[src/rtl/rtc_pkg.sv]
package rtc_pkg;
    // Serial addresses
    localparam logic [7:0] ADDR_GEN_RESET = 8'h10;
    localparam logic [7:0] ADDR_GCR = 8'h11;
    localparam logic [7:0] ADDR_RXC = 8'h12;
    localparam logic [7:0] ADDR_RXM = 8'h13;
    localparam logic [7:0] ADDR_TXC = 8'h14;
    localparam logic [7:0] ADDR_GCR_RB = 8'hE1;
    localparam logic [7:0] ADDR_RXC_RB = 8'hE2;
    localparam logic [7:0] ADDR_RXM_RB = 8'hE3;
    localparam logic [7:0] ADDR_TXC_RB = 8'hE4;
    // Reset value of every write register
    localparam logic [7:0] REG_RESET = 8'h00;
    // General control fields
    localparam int GCR_BIAS = 7;
    localparam int GCR_HIGH_IF = 6;
    localparam int GCR_CHAN_SEL = 5;
    localparam int GCR_OUT_MODE = 4;
    localparam int GCR_NEGRES_HI = 3;
    localparam int GCR_NEGRES_LO = 2;
    localparam int GCR_OSC_BUF = 1;
    localparam int GCR_OSC_AMP = 0;
    // Receive control fields
    localparam int RXC_MIX1 = 7;
    localparam int RXC_IF_CHAIN = 6;
    localparam int RXC_BB_AMP = 5;
    localparam int RXC_LEVEL = 4;
    localparam int RXC_LNA = 3;
    localparam int RXC_DIV_HI = 2;
    localparam int RXC_DIV_LO = 1;
    localparam int RXC_BIAS_VOLTAGE_OUT_ON = 0;
    // Receive mode fields
    localparam int RXM_IF_IN = 7;
    localparam int RXM_MIX_OUT = 6;
    localparam int RXM_WIDE_BW = 5;
    localparam int RXM_CAL = 4;
    localparam int RXM_GAIN_HI = 3;
    // Transmit control fields
    localparam int TXC_UPCONV = 6;
    localparam int TXC_IQ_MOD = 4;
    localparam int TXC_LO_HIGH = 1;
    localparam int TXC_IF_PIN = 0;
    // Receive LO divider codes
    localparam logic [1:0] DIV_CODE_BY2 = 2'h0;
    localparam logic [1:0] DIV_CODE_BY1 = 2'h1;
    localparam logic [1:0] DIV_CODE_BY4 = 2'h2;
    // Gain step and largest legal gain code
    localparam logic [5:0] GAIN_STEP_DB = 6'h06;
    localparam logic [3:0] GAIN_CODE_MAX = 4'h8;
    localparam logic [5:0] GAIN_ATTEN_MAX = 6'h30;
    // Serial bit counter wrap
    localparam logic [2:0] BIT_LAST = 3'h7;
endpackage

[src/rtl/rtc_regs.sv]
`timescale 1ns/1ps
module rtc_regs (
    // Clock, reset, enable
    input wire logic sys_clk,
    input wire logic nrst,
    input wire logic clk_en,
    // Serial pins and reset pin
    input wire logic sclk,
    input wire logic csn_n,
    input wire logic cdata,
    input wire logic reset_pin_n,
    output logic rdata,
    // General section controls
    output logic bias_on,
    output logic high_if_select,
    output logic osc_buffer_on,
    output logic osc_amplifier_on,
    output logic osc_bypass,
    output logic [1:0] osc_negres_setting,
    // Receive channel controls
    output logic rx_if_mode,
    output logic rx_i_out_en,
    output logic rx_q_out_en,
    output logic rx_i_amp_on,
    output logic rx_q_amp_on,
    // Receive chain controls
    output logic mixer1_on,
    output logic if_chain_on,
    output logic level_indicator_on,
    output logic lna_control_pin,
    output logic [2:0] rx_lo_div_sel,
    output logic bias_voltage_out_on,
    output logic if_input_select,
    output logic mixer_output_b_sel,
    output logic iq_bw_wide,
    output logic [5:0] gain_atten_db,
    // Transmit controls
    output logic upconverter_on,
    output logic iq_mod_on,
    output logic tx_lo_high_band,
    output logic tx_if_to_pin
);

    // Serial engine states
    typedef enum logic [3:0] {
        RTC_ADDR = 4'h1,
        RTC_WDATA = 4'h2,
        RTC_RDATA = 4'h4,
        RTC_SKIP = 4'h8
    } rtc_state_t;

    // Synchroniser stages for the pins
    logic sclk_s1, sclk_s2, sclk_d;
    logic csn_s1, csn_s2;
    logic cdata_s1, cdata_s2;
    logic rpin_s1, rpin_s2;
    // Serial engine state
    rtc_state_t state_reg;
    logic [2:0] bit_cnt_reg;
    logic [6:0] shift_reg;
    logic [7:0] addr_reg;
    logic [7:0] out_sh_reg;
    logic rdata_reg;
    // Write and reset strobes to the register file
    logic wr_stb_reg;
    logic [7:0] wr_data_reg;
    logic gen_rst_reg;
    // Register file
    logic [7:0] gcr_reg, rxc_reg, rxm_reg, txc_reg;
    // Decode helpers
    logic sclk_rise, sclk_fall, pin_clear;
    logic [7:0] byte_in, mirror_byte;

    // Readback decode; unmapped reads give zero
    function automatic logic [7:0] read_mirror(input logic [7:0] a, input logic [7:0] g,
            input logic [7:0] rc, input logic [7:0] rm, input logic [7:0] tc);
        unique case (a)
            rtc_pkg::ADDR_GCR_RB: read_mirror = g;
            rtc_pkg::ADDR_RXC_RB: read_mirror = rc;
            rtc_pkg::ADDR_RXM_RB: read_mirror = rm;
            rtc_pkg::ADDR_TXC_RB: read_mirror = tc;
            default: read_mirror = 8'h00;
        endcase
    endfunction

    // Write-only address check
    function automatic logic is_write_addr(input logic [7:0] a);
        is_write_addr = (a == rtc_pkg::ADDR_GCR) || (a == rtc_pkg::ADDR_RXC) ||
            (a == rtc_pkg::ADDR_RXM) || (a == rtc_pkg::ADDR_TXC);
    endfunction

    // Read-only address check
    function automatic logic is_read_addr(input logic [7:0] a);
        is_read_addr = (a == rtc_pkg::ADDR_GCR_RB) || (a == rtc_pkg::ADDR_RXC_RB) ||
            (a == rtc_pkg::ADDR_RXM_RB) || (a == rtc_pkg::ADDR_TXC_RB);
    endfunction

    // Gain code to attenuation; illegal codes clamp to the deepest step
    function automatic logic [5:0] gain_decode(input logic [3:0] c);
        logic [5:0] prod;
        prod = 6'(c) * rtc_pkg::GAIN_STEP_DB;
        gain_decode = (c > rtc_pkg::GAIN_CODE_MAX) ? rtc_pkg::GAIN_ATTEN_MAX : prod;
    endfunction

    assign sclk_rise = sclk_s2 & ~sclk_d;
    assign sclk_fall = ~sclk_s2 & sclk_d;
    assign pin_clear = ~rpin_s2;
    assign byte_in = {shift_reg, cdata_s2};
    assign mirror_byte = read_mirror(addr_reg, gcr_reg, rxc_reg, rxm_reg, txc_reg);

    // Pin synchronisers; second stage feeds all logic
    always_ff @(posedge sys_clk or negedge nrst) begin
        if (!nrst) begin
            sclk_s1 <= 1'b0;
            sclk_s2 <= 1'b0;
            sclk_d <= 1'b0;
            csn_s1 <= 1'b1;
            csn_s2 <= 1'b1;
            cdata_s1 <= 1'b0;
            cdata_s2 <= 1'b0;
            rpin_s1 <= 1'b1;
            rpin_s2 <= 1'b1;
        end else if (clk_en) begin
            sclk_s1 <= sclk;
            sclk_s2 <= sclk_s1;
            sclk_d <= sclk_s2;
            csn_s1 <= csn_n;
            csn_s2 <= csn_s1;
            cdata_s1 <= cdata;
            cdata_s2 <= cdata_s1;
            rpin_s1 <= reset_pin_n;
            rpin_s2 <= rpin_s1;
        end
    end

    // Serial engine: address byte then data bytes
    always_ff @(posedge sys_clk or negedge nrst) begin
        if (!nrst) begin
            state_reg <= RTC_ADDR;
            bit_cnt_reg <= 3'h0;
            shift_reg <= 7'h00;
            addr_reg <= 8'h00;
            wr_stb_reg <= 1'b0;
            wr_data_reg <= 8'h00;
            gen_rst_reg <= 1'b0;
        end else if (clk_en) begin
            wr_stb_reg <= 1'b0;
            gen_rst_reg <= 1'b0;
            if (csn_s2 || pin_clear) begin
                // Deselect aborts any partial byte
                state_reg <= RTC_ADDR;
                bit_cnt_reg <= 3'h0;
            end else if (sclk_rise) begin
                shift_reg <= byte_in[6:0];
                bit_cnt_reg <= bit_cnt_reg + 3'h1;
                if (bit_cnt_reg == rtc_pkg::BIT_LAST) begin
                    unique case (state_reg)
                        RTC_ADDR: begin
                            addr_reg <= byte_in;
                            if (byte_in == rtc_pkg::ADDR_GEN_RESET) begin
                                gen_rst_reg <= 1'b1;
                                state_reg <= RTC_SKIP;
                            end else if (is_write_addr(byte_in)) begin
                                state_reg <= RTC_WDATA;
                            end else if (is_read_addr(byte_in)) begin
                                state_reg <= RTC_RDATA;
                            end else begin
                                state_reg <= RTC_SKIP;
                            end
                        end
                        RTC_WDATA: begin
                            // Every full data byte rewrites the register
                            wr_stb_reg <= 1'b1;
                            wr_data_reg <= byte_in;
                        end
                        RTC_RDATA, RTC_SKIP: state_reg <= state_reg; // Bits ignored here
                    endcase
                end
            end
        end
    end

    // Readback shifter; changes on falling edges so the host samples on rising
    always_ff @(posedge sys_clk or negedge nrst) begin
        if (!nrst) begin
            out_sh_reg <= 8'h00;
            rdata_reg <= 1'b0;
        end else if (clk_en) begin
            if (state_reg != RTC_RDATA || csn_s2) begin
                out_sh_reg <= 8'h00;
                rdata_reg <= 1'b0;
            end else if (sclk_fall) begin
                if (bit_cnt_reg == 3'h0) begin
                    rdata_reg <= mirror_byte[7];
                    out_sh_reg <= {mirror_byte[6:0], 1'b0};
                end else begin
                    rdata_reg <= out_sh_reg[7];
                    out_sh_reg <= {out_sh_reg[6:0], 1'b0};
                end
            end
        end
    end

    // Register file; clear wins since it stands for a full device reset
    always_ff @(posedge sys_clk or negedge nrst) begin
        if (!nrst) begin
            gcr_reg <= rtc_pkg::REG_RESET;
            rxc_reg <= rtc_pkg::REG_RESET;
            rxm_reg <= rtc_pkg::REG_RESET;
            txc_reg <= rtc_pkg::REG_RESET;
        end else if (clk_en) begin
            if (gen_rst_reg || pin_clear) begin
                gcr_reg <= rtc_pkg::REG_RESET;
                rxc_reg <= rtc_pkg::REG_RESET;
                rxm_reg <= rtc_pkg::REG_RESET;
                txc_reg <= rtc_pkg::REG_RESET;
            end else if (wr_stb_reg) begin
                unique case (addr_reg)
                    rtc_pkg::ADDR_GCR: gcr_reg <= wr_data_reg;
                    rtc_pkg::ADDR_RXC: rxc_reg <= wr_data_reg;
                    rtc_pkg::ADDR_RXM: rxm_reg <= wr_data_reg;
                    rtc_pkg::ADDR_TXC: txc_reg <= wr_data_reg;
                    default: gcr_reg <= gcr_reg;
                endcase
            end
        end
    end

    // Control outputs, one flop each from the register file
    always_ff @(posedge sys_clk or negedge nrst) begin
        if (!nrst) begin
            bias_on <= 1'b0;
            high_if_select <= 1'b0;
            osc_buffer_on <= 1'b0;
            osc_amplifier_on <= 1'b0;
            osc_bypass <= 1'b1;
            osc_negres_setting <= 2'h0;
            rx_if_mode <= 1'b0;
            rx_i_out_en <= 1'b0;
            rx_q_out_en <= 1'b0;
            rx_i_amp_on <= 1'b0;
            rx_q_amp_on <= 1'b0;
            mixer1_on <= 1'b0;
            if_chain_on <= 1'b0;
            level_indicator_on <= 1'b0;
            lna_control_pin <= 1'b0;
            rx_lo_div_sel <= 3'h2;
            bias_voltage_out_on <= 1'b0;
            if_input_select <= 1'b0;
            mixer_output_b_sel <= 1'b0;
            iq_bw_wide <= 1'b0;
            gain_atten_db <= 6'h00;
            upconverter_on <= 1'b0;
            iq_mod_on <= 1'b0;
            tx_lo_high_band <= 1'b0;
            tx_if_to_pin <= 1'b0;
        end else if (clk_en) begin
            bias_on <= gcr_reg[rtc_pkg::GCR_BIAS];
            osc_buffer_on <= gcr_reg[rtc_pkg::GCR_OSC_BUF];
            osc_amplifier_on <= gcr_reg[rtc_pkg::GCR_OSC_AMP];
            osc_bypass <= ~gcr_reg[rtc_pkg::GCR_OSC_AMP];
            // Passed through; host picks the band
            high_if_select <= gcr_reg[rtc_pkg::GCR_HIGH_IF];
            osc_negres_setting <= {gcr_reg[rtc_pkg::GCR_NEGRES_HI],
                gcr_reg[rtc_pkg::GCR_NEGRES_LO]};
            rx_if_mode <= gcr_reg[rtc_pkg::GCR_OUT_MODE];
            if (!gcr_reg[rtc_pkg::GCR_OUT_MODE]) begin
                // I/Q mode, select has no effect
                rx_i_out_en <= rxc_reg[rtc_pkg::RXC_IF_CHAIN];
                rx_q_out_en <= rxc_reg[rtc_pkg::RXC_IF_CHAIN];
                rx_i_amp_on <= rxc_reg[rtc_pkg::RXC_BB_AMP];
                rx_q_amp_on <= rxc_reg[rtc_pkg::RXC_BB_AMP];
            end else begin
                // IF mode, only the selected channel may power
                rx_i_out_en <= rxc_reg[rtc_pkg::RXC_IF_CHAIN] &
                    ~gcr_reg[rtc_pkg::GCR_CHAN_SEL];
                rx_q_out_en <= rxc_reg[rtc_pkg::RXC_IF_CHAIN] &
                    gcr_reg[rtc_pkg::GCR_CHAN_SEL];
                rx_i_amp_on <= rxc_reg[rtc_pkg::RXC_BB_AMP] &
                    ~gcr_reg[rtc_pkg::GCR_CHAN_SEL];
                rx_q_amp_on <= rxc_reg[rtc_pkg::RXC_BB_AMP] &
                    gcr_reg[rtc_pkg::GCR_CHAN_SEL];
            end
            mixer1_on <= rxc_reg[rtc_pkg::RXC_MIX1] & ~rxm_reg[rtc_pkg::RXM_CAL];
            if_chain_on <= rxc_reg[rtc_pkg::RXC_IF_CHAIN];
            level_indicator_on <= rxc_reg[rtc_pkg::RXC_LEVEL];
            bias_voltage_out_on <= rxc_reg[rtc_pkg::RXC_BIAS_VOLTAGE_OUT_ON];
            lna_control_pin <= rxc_reg[rtc_pkg::RXC_LNA] & ~rxm_reg[rtc_pkg::RXM_CAL];
            // One-hot {by4, by2, by1}; forbidden code leaves all off
            unique case ({rxc_reg[rtc_pkg::RXC_DIV_HI], rxc_reg[rtc_pkg::RXC_DIV_LO]})
                rtc_pkg::DIV_CODE_BY2: rx_lo_div_sel <= 3'h2;
                rtc_pkg::DIV_CODE_BY1: rx_lo_div_sel <= 3'h1;
                rtc_pkg::DIV_CODE_BY4: rx_lo_div_sel <= 3'h4;
                default: rx_lo_div_sel <= 3'h0;
            endcase
            if_input_select <= rxm_reg[rtc_pkg::RXM_IF_IN];
            mixer_output_b_sel <= rxm_reg[rtc_pkg::RXM_MIX_OUT];
            iq_bw_wide <= rxm_reg[rtc_pkg::RXM_WIDE_BW];
            gain_atten_db <= gain_decode(rxm_reg[rtc_pkg::RXM_GAIN_HI:0]);
            upconverter_on <= txc_reg[rtc_pkg::TXC_UPCONV];
            iq_mod_on <= txc_reg[rtc_pkg::TXC_IQ_MOD];
            tx_lo_high_band <= txc_reg[rtc_pkg::TXC_LO_HIGH];
            tx_if_to_pin <= txc_reg[rtc_pkg::TXC_IF_PIN];
        end
    end

    assign rdata = rdata_reg;
endmodule // rtc_regs

[config.mk]
export PLATFORM = sky130hd
export DESIGN_NAME = rtc_regs
export DESIGN_NICKNAME = d
export VERILOG_FILES = /design/src/rtl/rtc_pkg.sv /design/src/rtl/rtc_regs.sv
export SDC_FILE = /design/constraint.sdc
export NUM_CORES = 1
export LEC_CHECK = 0
export BUFFER_PORTS_ARGS = -buffer_cell sky130_fd_sc_hd__buf_2
export CORE_MARGIN = 4
export CORE_UTILIZATION = 50
export CTS_CLUSTER_SIZE = 20
export DETAILED_ROUTE_END_ITERATION = 7
export GPL_ROUTABILITY_DRIVEN = 0
export HOLD_SLACK_MARGIN = 0.12
export PLACE_DENSITY = 0.71
export SLEW_MARGIN = 20
export SYNTH_ARGS = -nofsm -noshare
export SYNTH_HDL_FRONTEND = slang
export SYNTH_SLANG_ARGS = --single-unit
[constraint.sdc]
create_clock -name sys_clk -period 1.9 [get_ports sys_clk]
set_clock_uncertainty 0.05 [all_clocks]
set_input_delay 0.095 -clock sys_clk [delete_from_list [all_inputs] [get_ports sys_clk]]
set_output_delay 0.095 -clock sys_clk [all_outputs]
set_load 0.02 [all_outputs]
==> impl_metrics.tcl <==
set metrics [dict create \
    startpoint "bit_cnt_reg[0]" \
    tightest_slew_ns 0.543 \
    fin_nets 503 \
    grt_max_degree 45 \
    r2r-start "bit_cnt_reg[0]" \
    final_cell_area_um2 6370 \
    drtIter0Drc 253 \
    area_growth_pct 27.6 \
    worst-path-max-fanout 5 \
    finalMaxSlewViolations 0 \
    via_per_inst 5.75 \
    hold_viol 0 \
    die_h_um 108 \
    wl_met2_um 6100 \
    wl_um 12100 \
    diodes 0 \
    path_buf_inv 1 \
    clock_sinks 113 \
    crit_slowest_cell "dfrtp_1" \
    maxCapViolations 0 \
    cts_buffer_depth 2 \
    worstPathArrival_ns 2.28 \
    dp_worst_setup_slack_ns -0.00439 \
    synth_top_area_share_pct 53.1 \
    io_pins 41 \
    reg2reg_to "addr_reg[7]" \
    num_vias 3624 \
    post-route-drc-count 0 \
    status "finished, violations left" \
    worstSetupEndpoint "addr_reg[7]" \
    path_depth 7 \
    grt_first_pass_wirelength_um 19100 \
    cts.reportedPaths.clkPinSlew_ns 0.06 \
    met3RoutedLength_um 576 \
    cp_top_family "simple AND/OR/NAND/NOR gates" \
    overflow 0 \
    num_rows 36 \
    cts_buffers 17 \
    ys.flop_type "dfrtp_1" \
    cts_tree "yes" \
    synthTopCellsByArea "dfrtp_1 53%, mux2_2 9.9%, o2bb2ai_1 5.8%, dfstp_2 3.7%, nand2_1 3.1%" \
    p_leak_nw 2.95 \
    max_freq_mhz 519 \
    wl_met1_um 5060 \
    initial_utilization_pct 51.3 \
    dp_hpwl_um 7700 \
    crit_path_cell_trace "ha_2 -> ha_4 -> nor3b_2 -> and3b_2 -> nand2_4 -> clkbuf_16 -> mux2_4" \
    firstDrtPassIters 6 \
    synth_area_um2 4990 \
    track_usage_pct 21.8 \
    synth_nets 425 \
    synth_most_common_cell "dfrtp_1" \
    io_buffers 39 \
    end_kind "flip-flop" \
    ys.warnings.count 0 \
    r2r_cells 7 \
    max-vdd-ir-drop_mv 0.509 \
    syn_avg_cell_area_um2 12.2 \
    r2r_slack_ns -0.03 \
    post_drt_wl_per_cell_um 19.3 \
    rsz0062_at_grt "yes" \
    slowest_delay_ns 0.39 \
    setup_viol 12 \
    ys_types 53 \
    fin_ws_ns -0.0273 \
    grt_pass1_vias 3723 \
    yosysSeqAreaShare_pct 56.8 \
    synthCells 409 \
    fp.dieW_um 108 \
    clk_latency_ns 0.53 \
    whs_ns 0.165 \
    ant_nets 0 \
    synth_edf_count 0 \
    cts_root_buf "clkbuf_8" \
    ys_async_sr_fraction_pct 100 \
    ys_seq_elements 113 \
    worstPathRequired_ns 2.26 \
    h-tree-depth 4 \
    synth_commonest_cells "106 x dfrtp_1, 44 x mux2_2, 41 x nand2_1" \
    cellPowerDensity_nw_per_um2 949 \
    core-area_um2 9730 \
    failed_checks "setup timing" \
    dpl_cell_area_um2 5500 \
    timing_worst_setup_path_type "flip-flop to flip-flop" \
    antenna_found_initial 0 \
    drive_gt1_share_pct 35.8 \
    top_layer_used "met4" \
    design.die.area_um2 11600 \
    period_share_pct 101 \
    cp-start-kind "flip-flop" \
    hp-class "input pin to asynchronous set/reset pin" \
    yosysTopAreaCell "dfrtp_1" \
    fin_crit_ns 1.93 \
    relSlewSlack_pct 63.8 \
]
==> power by group <==
group          internal (W)  switching [W]  total, W
Combinational      0.000165       0.000240  0.000405
Sequential          0.00248      0.0000948   0.00258
Clock               0.00204        0.00102   0.00306
Total               0.00469        0.00136   0.00604
==> worst min-delay path by stage <==
stage,start,endpoint,slack (ns),cells past startpoint
3_3_place_gp,nrst,rx_lo_div_sel[2],-0.01,1
6_report,nrst,out_sh_reg[3],0.16,3
2_1_floorplan,nrst,addr_reg[0],-0.25,0
5_1_grt,nrst,out_sh_reg[3],0.20,3
3_5_place_dp,nrst,rx_lo_div_sel[0],-0.0009,1
4_1_cts,csn_n,csn_s1,0.30,3
==> final cells by class <==
class                           instances  area, um2
Inverter                               23       86.3
Timing Repair Buffer                   78        571
Multi-Input combinational cell        254       2140
Fill cell                             730       3360
Tap cell                              133        166
Clock buffer                           23        457
Sequential cell                       113       2840
Clock inverter                          6        108
==> stage by stage <==
stage	total power [W]	cells	setup TNS (ns)	utilization, %
final	0.00604	630	-0.118	65.4
after CTS	0.00603	628	0	63.7
after global placement	0.00292	587	0	56.5
after floorplan	0.00278	409	0	-
after global routing	0.00622	630	-0.633	65.4
after detailed placement	0.00294	587	-0.00439	56.5
==> cell usage in the layout (no fill, tap or decap), types with 12 or more instances in the layout <==
master	instances
a22oi_1	15
buf_2	38
buf_4	24
clkbuf_16	17
dfrtp_1	106
inv_1	23
mux2_2	35
nand2_1	37
o21ai_2	12
o2bb2ai_1	33
==> kinds of logic (layout without fill, tap and decap cells) <==
group | Yosys count | after routing | synth area share [%]
AOI/OAI and AO/OA | 98 | 98 | 15.3
xor gates and xnor gates | 2 | 2 | 0.351
adders and majority gates | 9 | 9 | 2.41
buffers and inverters | 42 | 130 | 3.41
DFF | 113 | 113 | 56.8
muxes | 53 | 53 | 11.7
other | 1 | 1 | 0.0751
and+or+nand+nor | 91 | 91 | 9.88
==> worst reg2reg max path, delay by kind of cell (launching register included) <==
family / cells / cell delay [ns]
fa+ha+maj: 2 / 0.33
buf+inv: 1 / 0.17
flops: 1 / 0.39
mux: 1 / 0.30
simple gates: 3 / 0.58
==> per-layer routing <==
layer / vias up / track usage [%]
met2: 117 / 34.8
met4: 0 / 11.4
met5: - / 0
met1: 1838 / 27.5
met3: 29 / 5.70
li1: 1640 / -
==> timing repair <==
action | 4_1_cts | 5_1_grt
hold buffers | 12 | 0
setup buffers | 0 | 2
resized for setup | 3 | 34
cloned | 0 | 1
setup endpoints to repair | 4 | 51
hold endpoints to repair | 122 | 0
pin swaps | 0 | 5
Power figures use the tool's default switching activity.
